===== src/verilog/pole_tone_pkg.sv =====
// Constants shared by the pole frequency tone check and its comparator.
// Assumes reflection coefficients arrive as signed Q15 words.
package pole_tone_pkg;

  // ---------------------------------------------------------------
  // Widths
  // ---------------------------------------------------------------
  localparam int RC_W = 16;
  localparam int A1_W = 18;
  localparam int SQ_W = 36;
  localparam int NUM_W = 37;
  localparam int PROD_W = 54;

  // ---------------------------------------------------------------
  // Fixed point scaling
  // ---------------------------------------------------------------
  localparam int Q15_SHIFT = 15;
  // Moves a Q15 value to Q30 and multiplies it by four
  localparam int A2_TO_NUM_SHIFT = 17;
  localparam int HALF_SHIFT = 1;
  localparam int QUARTER_SHIFT = 2;

  // ---------------------------------------------------------------
  // Low frequency limit, tan^2 of a 385 Hz pole as 973 / 10000
  // ---------------------------------------------------------------
  localparam logic signed [15:0] RATIO_NUM = 16'sh03cd;
  localparam logic signed [15:0] RATIO_DEN = 16'sh2710;

  // ---------------------------------------------------------------
  // Check sequence
  // ---------------------------------------------------------------
  typedef enum logic [1:0]
  {
    S_IDLE = 2'b00,
    S_COEF = 2'b01,
    S_TERMS = 2'b10,
    S_DECIDE = 2'b11
  } check_state_t;

  localparam int RESULT_LATENCY = 3;

endpackage


===== src/verilog/pole_freq_tone_check.sv =====
// Per-frame pole frequency check deciding whether a frame can be ruled
// out as an information tone or must go on to the prediction error test.
// Assumes the analysis stage on the same clock presents the first two
// unquantized reflection coefficients with a one-cycle strobe per frame.
//
// Behaviour
// Second-order filter coefficients come only from the first two reflection coefficients, leading coefficient one.
// Real term is minus half the first coefficient; imaginary term is (4*a2 - a1^2)/4.
// A negative imaginary term means real poles, so the frame is not a tone and the check ends.
// A real term that is not positive asks for the prediction error test.
// With both terms positive the numerator over a1 squared is compared with the 385 Hz limit 0.0973.
// If that comparison holds the frame is not a tone, otherwise the prediction error test is asked for.
// Zero terms count as not positive, the ratio is cross-multiplied, and one result strobe comes per frame; a frame offered while busy is dropped.
`timescale 1ns/10ps
module pole_freq_tone_check
  import pole_tone_pkg::*;
(
  input wire logic clk,
  input wire logic reset,
  input wire logic frame_valid,
  input wire logic signed [RC_W-1:0] reflect_coef_1,
  input wire logic signed [RC_W-1:0] reflect_coef_2,
  output logic busy,
  output logic result_valid,
  output logic not_tone,
  output logic run_pred_test,
  output logic signed [A1_W-1:0] pole_real_term,
  output logic signed [NUM_W-1:0] pole_imag_sq_term
);

  // ---------------------------------------------------------------
  // State and storage
  // ---------------------------------------------------------------
  check_state_t state_r;
  check_state_t state_nxt;
  logic signed [RC_W-1:0] rc1_r;
  logic signed [RC_W-1:0] rc2_r;
  logic signed [A1_W-1:0] coef1_r;
  logic signed [RC_W-1:0] coef2_r;
  logic signed [A1_W-1:0] real_r;
  logic signed [NUM_W-1:0] num_r;
  logic signed [SQ_W-1:0] sq_r;
  logic result_valid_r;
  logic not_tone_r;
  logic run_pred_test_r;
  logic busy_r;
  logic signed [A1_W-1:0] real_out_r;
  logic signed [NUM_W-1:0] imag_out_r;

  // ---------------------------------------------------------------
  // Coefficient and term arithmetic
  // ---------------------------------------------------------------
  logic signed [2*RC_W-1:0] rc_prod;
  logic signed [2*RC_W-1:0] rc_prod_q15;
  logic signed [A1_W-1:0] coef1_nxt;
  logic signed [SQ_W-1:0] sq_nxt;
  logic signed [NUM_W-1:0] a2_scaled;
  logic signed [NUM_W-1:0] num_nxt;
  logic signed [A1_W-1:0] real_nxt;
  logic start;
  logic imag_neg;
  logic imag_pos;
  logic real_pos;
  logic ratio_below;
  logic not_tone_nxt;

  assign start = (state_r == S_IDLE) && frame_valid;

  // a[1] = rc1 * (1 + rc2), a[2] = rc2, a[0] = 1 implied
  assign rc_prod = rc1_r * rc2_r;
  assign rc_prod_q15 = rc_prod >>> Q15_SHIFT;
  assign coef1_nxt = A1_W'(rc1_r) + rc_prod_q15[A1_W-1:0];

  assign real_nxt = -(coef1_r >>> HALF_SHIFT);
  assign sq_nxt = SQ_W'(coef1_r) * SQ_W'(coef1_r);
  assign a2_scaled = NUM_W'(coef2_r) <<< A2_TO_NUM_SHIFT;
  // Kept at four times the imaginary term so no precision is lost
  assign num_nxt = a2_scaled - NUM_W'(sq_nxt);

  assign imag_neg = num_r < 0;
  assign imag_pos = num_r > 0;
  assign real_pos = real_r > 0;

  pole_ratio_cmp ratio_cmp
  (
    .num(num_r),
    .sq(sq_r),
    .below(ratio_below)
  );

  // Real poles first, then the left half plane, then the 385 Hz test
  assign not_tone_nxt = imag_neg ? 1'b1 :
                        (!real_pos || !imag_pos) ? 1'b0 :
                        ratio_below;

  // ---------------------------------------------------------------
  // Sequence
  // ---------------------------------------------------------------
  always_comb
  begin
    case (state_r)
      S_IDLE:
        state_nxt = frame_valid ? S_COEF : S_IDLE;
      S_COEF:
        state_nxt = S_TERMS;
      S_TERMS:
        state_nxt = S_DECIDE;
      S_DECIDE:
        state_nxt = S_IDLE;
      default:
        state_nxt = S_IDLE;
    endcase
  end

  always_ff @(posedge clk or posedge reset)
  begin
    if (reset)
    begin
      state_r <= S_IDLE;
      busy_r <= 1'b0;
    end
    else
    begin
      state_r <= state_nxt;
      // Registered copy so the busy pin comes from a flip-flop
      busy_r <= state_nxt != S_IDLE;
    end
  end

  always_ff @(posedge clk or posedge reset)
  begin
    if (reset)
    begin
      rc1_r <= '0;
      rc2_r <= '0;
    end
    else if (start)
    begin
      rc1_r <= reflect_coef_1;
      rc2_r <= reflect_coef_2;
    end
  end

  always_ff @(posedge clk or posedge reset)
  begin
    if (reset)
    begin
      coef1_r <= '0;
      coef2_r <= '0;
    end
    else if (state_r == S_COEF)
    begin
      coef1_r <= coef1_nxt;
      coef2_r <= rc2_r;
    end
  end

  always_ff @(posedge clk or posedge reset)
  begin
    if (reset)
    begin
      real_r <= '0;
      num_r <= '0;
      sq_r <= '0;
    end
    else if (state_r == S_TERMS)
    begin
      real_r <= real_nxt;
      num_r <= num_nxt;
      sq_r <= sq_nxt;
    end
  end

  // ---------------------------------------------------------------
  // Result strobe for one cycle; outcome and terms held until the next frame's decision
  // ---------------------------------------------------------------
  always_ff @(posedge clk or posedge reset)
  begin
    if (reset)
      result_valid_r <= 1'b0;
    else
      result_valid_r <= state_r == S_DECIDE;
  end

  always_ff @(posedge clk or posedge reset)
  begin
    if (reset)
    begin
      not_tone_r <= 1'b0;
      run_pred_test_r <= 1'b0;
      real_out_r <= '0;
      imag_out_r <= '0;
    end
    else if (state_r == S_DECIDE)
    begin
      not_tone_r <= not_tone_nxt;
      run_pred_test_r <= !not_tone_nxt;
      real_out_r <= real_r;
      imag_out_r <= num_r >>> QUARTER_SHIFT;
    end
  end

  assign busy = busy_r;
  assign result_valid = result_valid_r;
  assign not_tone = not_tone_r;
  assign run_pred_test = run_pred_test_r;
  assign pole_real_term = real_out_r;
  assign pole_imag_sq_term = imag_out_r;

  logic signed [PROD_W-1:0] chk_lhs;
  logic signed [PROD_W-1:0] chk_rhs;
  assign chk_lhs = PROD_W'(num_r) * PROD_W'(RATIO_DEN);
  assign chk_rhs = PROD_W'(sq_r) * PROD_W'(RATIO_NUM);
endmodule


===== src/verilog/pole_ratio_cmp.sv =====
// Cross-multiplied ratio comparator for the low frequency pole test.
// Assumes sq is non-negative; the caller only uses the result when
// both pole terms are positive.
`timescale 1ns/10ps
module pole_ratio_cmp
  import pole_tone_pkg::*;
(
  input wire logic signed [NUM_W-1:0] num,
  input wire logic signed [SQ_W-1:0] sq,
  output logic below
);

  logic signed [PROD_W-1:0] lhs;
  logic signed [PROD_W-1:0] rhs;

  // num / sq < RATIO_NUM / RATIO_DEN without any division
  assign lhs = PROD_W'(num) * PROD_W'(RATIO_DEN);
  assign rhs = PROD_W'(sq) * PROD_W'(RATIO_NUM);
  assign below = lhs < rhs;

endmodule


===== config.mk =====
export PLATFORM = sky130hd
export DESIGN_NAME = pole_freq_tone_check
export DESIGN_NICKNAME = d
export VERILOG_FILES = /design/src/verilog/pole_tone_pkg.sv /design/src/verilog/pole_freq_tone_check.sv /design/src/verilog/pole_ratio_cmp.sv
export SDC_FILE = /design/constraint.sdc
export NUM_CORES = 2
export LEC_CHECK = 0
export ABC_AREA = 0
export BUFFER_PORTS_ARGS = -buffer_cell sky130_fd_sc_hd__buf_2
export CORE_MARGIN = 10
export CORE_UTILIZATION = 54
export CTS_BUF_LIST = sky130_fd_sc_hd__clkbuf_2 sky130_fd_sc_hd__clkbuf_4 sky130_fd_sc_hd__clkbuf_8
export DETAILED_ROUTE_END_ITERATION = 8
export HOLD_SLACK_MARGIN = 0.1
export PLACE_DENSITY = 0.75
export SLEW_MARGIN = 20
export SYNTH_ARGS = -nofsm -noshare
export SYNTH_HDL_FRONTEND = slang
export SYNTH_SLANG_ARGS = --single-unit

===== constraint.sdc =====
create_clock -name clk -period 15.2 [get_ports clk]
set_input_delay 0.76 -clock clk [delete_from_list [all_inputs] [get_ports clk]]
set_output_delay 0.76 -clock clk [all_outputs]
set_load 0.05 [all_outputs]

==> flow_summary.json <==
{
  "status": "finished clean",
  "synthCells": 4806,
  "numPlacedInstances": 5942,
  "setup_violating_endpoint_count_in_the_final_report": 0,
  "synth.yosys.seq_area_share_pct": 11.59,
  "final_antenna_net_count": 0,
  "critPathTopFamily": "adder cells",
  "postLayoutCellArea_um2": 48540,
  "synth_area_per_inst_um2": 9.566,
  "critPathKind": "flip-flop to flip-flop",
  "detail_route.vias_per_cell": 5.247,
  "timing.critical_path.slowest_cell_delay_ns": 0.72,
  "final-max-slew-violation-count": 0,
  "timing.critical_path.arrival_ns": 10.71,
  "finalWorstPathRequiredPeriod_ns": 10.23,
  "pin_count_of_the_biggest_net_entering_global_routing": 107,
  "antenna_cells": 0,
  "tritoncts.num_buffers": 42,
  "drive_above_1_share_pct": 7.219,
  "die_area_um2": 97210,
  "setup-tns-final_ns": 0,
  "cts_root_buf": "sky130_fd_sc_hd__clkbuf_8",
  "die_x_um": 311.8,
  "placement_rows": 106,
  "cpMostUsedCell": "sky130_fd_sc_hd__fa_1",
  "timing.critical_path.fanout_max": 16,
  "post-route-drc-count": 0,
  "worst_margin_pin_slew_ns": 1.021,
  "initial_core_util_pct": 54.68,
  "die_height_um": 311.8,
  "final-hold-violation-count": 0,
  "synthDistinctLibCells": 79,
  "critical-path-slowest-cell": "sky130_fd_sc_hd__dfrtp_1",
  "coreArea_um2": 84090,
  "post_synth_instance_area_um2": 45980,
  "global_route.usage.total_pct": 22.26,
  "min-delay-path-class": "input pin to asynchronous set/reset pin",
  "cts_hold_repair.buffers": 0,
  "crit_buf_inv": 5,
  "tritoncts_clock_tree": "done",
  "drt-initial-drc-count": 1698,
  "io_pins": 94,
  "detail_route.first_pass.iterations": 5,
  "placement.io_buffers": 93,
  "synth_edf_count": 0,
  "rsz_0062_raised_after_global_routing": "false",
  "slew_headroom_pct": 31.91,
  "setup_slack_ns": 4.970,
  "areaGrowthSynthToFinish_pct": 5.565,
  "cts.clk_slew.worst_paths_ns": 0.06,
  "h-tree-depth": 2,
  "cts-resized-gates": 0,
  "mostFrequentLayoutCell": "sky130_fd_sc_hd__inv_1",
  "routed_wire_length_per_instance_um": 17.58,
  "clockBufferDepth": 3,
  "post_layout_nonfiller_instances": 6010,
  "cts_num_sinks": 213,
  "ys_seq_elements": 213,
  "synth-main-ff-cell": "sky130_fd_sc_hd__dfrtp_1",
  "place_ws_ns": 5.068,
  "yosysWarningCount": 0,
  "place.detailed.hpwl_mm": 87.66,
  "max_cap_violations": 0,
  "num_vias": 31537,
  "globalplace.congestion": 0.9225,
  "placed_cell_area_um2": 47650,
  "worstSkewPairLatency_ns": 0.64,
  "postRouteWirelength_mm": 105.7,
  "crit_path_end_kind": "flip-flop",
  "postSynth.asyncResetShare_pct": 100.0,
  "cts_post_setup_buffers_inserted": 0,
  "max_freq_mhz": 97.75,
  "number_of_global_route_vias_before_repair": 34696,
  "final_nets": 6331,
  "grt_first_pass_wirelength_mm": 177.0,
  "worst-endpoint-required_ns": 15.68,
  "fin_worst_skew_ns": 0.04465,
  "grt_antenna_before_repair": 3,
  "timing.critical_path.from_type": "flip-flop",
  "globalRoute.totalOverflow": 0,
  "min_period_over_period_pct": 67.30,
  "layout.cells.most_common_list": "sky130_fd_sc_hd__inv_1, sky130_fd_sc_hd__fa_1, sky130_fd_sc_hd__ha_1"
}
==> flip-flops by register name, summed over array words and instances, names as in the netlist <==
name,count
coef2_r,16
state_r,2
result_valid,1
busy,1
pole_imag_sq_term,35
num_r,36
rc1_r,16
pole_real_term,18
coef1_r,18
real_r,18
rc2_r,16
sq_r,34
not_tone,1
run_pred_test,1
==> final timing paths <==
path	start	depth (start not counted)	to	slack [ns]
worst max register to register	coef1_r[9]	34	num_r[35]	4.97
worst min register to register	pole_imag_sq_term[21]	1	pole_imag_sq_term[21]	0.50
worst min-delay path	reset	2	pole_imag_sq_term[32]	0.25
min in group clk	reflect_coef_1[0]	2	rc1_r[0]	0.38
max in group asynchronous	reset	3	rc2_r[5]	13.51
worst max-delay path	coef1_r[9]	34	num_r[35]	4.97
==> cell type report <==
cell class / instances / area, µm²
clock buffer: 55 / 706.9
clock inverter: 13 / 177.7
fill: 7318 / 35550
inverter: 1311 / 4928
multi-input combinational: 3164 / 35310
sequential: 213 / 5330
tap: 1134 / 1419
timing repair buffer: 120 / 668.1
==> synthesized netlist by cell type (8+ instances only) <==
library cell / count / area share [%]
sky130_fd_sc_hd__a211oi_1: 8 / 0.13
sky130_fd_sc_hd__a21o_1: 93 / 1.5
sky130_fd_sc_hd__a21oi_1: 167 / 1.8
sky130_fd_sc_hd__a31oi_1: 16 / 0.22
sky130_fd_sc_hd__and2_1: 162 / 2.2
sky130_fd_sc_hd__and3_1: 11 / 0.15
sky130_fd_sc_hd__buf_1: 13 / 0.11
sky130_fd_sc_hd__clkbuf_1: 102 / 0.83
sky130_fd_sc_hd__dfrtp_1: 213 / 12
sky130_fd_sc_hd__fa_1: 820 / 36
sky130_fd_sc_hd__ha_1: 624 / 17
sky130_fd_sc_hd__inv_1: 1308 / 11
sky130_fd_sc_hd__mux2_2: 138 / 3.4
sky130_fd_sc_hd__mux2i_1: 21 / 0.46
sky130_fd_sc_hd__nand2_1: 325 / 2.7
sky130_fd_sc_hd__nand2b_1: 30 / 0.41
sky130_fd_sc_hd__nand3_1: 26 / 0.28
sky130_fd_sc_hd__nand4_1: 25 / 0.34
sky130_fd_sc_hd__nor2_1: 130 / 1.1
sky130_fd_sc_hd__nor2b_1: 26 / 0.35
sky130_fd_sc_hd__nor3_1: 17 / 0.19
sky130_fd_sc_hd__nor4_1: 13 / 0.18
sky130_fd_sc_hd__o21a_1: 13 / 0.21
sky130_fd_sc_hd__o21ai_0: 101 / 1.1
sky130_fd_sc_hd__o21ai_1: 13 / 0.14
sky130_fd_sc_hd__o21bai_1: 38 / 0.62
sky130_fd_sc_hd__or3_1: 8 / 0.11
sky130_fd_sc_hd__xnor2_1: 157 / 3.0
sky130_fd_sc_hd__xor2_1: 69 / 1.3
==> worst register-to-register path: cells and delay by family, from the launching register on <==
family                   cells  cell delay, ns
adder cells (fa/ha/maj)     10            4.46
AO/OA/AOI/OAI                9            2.13
AND/OR/NAND/NOR              8            1.84
flip-flops                   1            0.72
buffers and inverters        5            0.65
XOR/XNOR                     2            0.31
==> routing by layer <==
metal	up-vias	routed length (µm)	GRT usage [%]	share of wire, %
met4	4	2979	5.743	2.8
met2	813	51350	38.35	49
li1	14797	-	-	-
met1	15735	45200	29.07	43
met5	-	21	0	0.020
met3	188	6127	3.341	5.8
==> kinds of logic after synthesis <==
logic type | after synthesis | share of synthesized area [%]
compound gates | 521 | 7.212
xor+xnor | 226 | 4.305
fa+ha+maj | 1447 | 52.76
buf+inv | 1431 | 11.71
flops | 213 | 11.59
mux | 159 | 3.837
other cells | 2 | 0.01633
simple gates | 807 | 8.572
==> through the flow <==
| step | utilization, % | hold slack [ns] |
|---|---|---|
| floorplan | - | 0.4794 |
| finish | 57.72 | 0.2472 |
| detailed placement | 56.67 | 0.4890 |
| global route | 57.72 | 0.3166 |
| CTS | 57.72 | 0.2595 |
| global placement | 56.67 | 0.4825 |
Power is left out: the tool's default activity adds up to more than one toggle a clock period on the data nets, which glitch-free logic cannot reach.
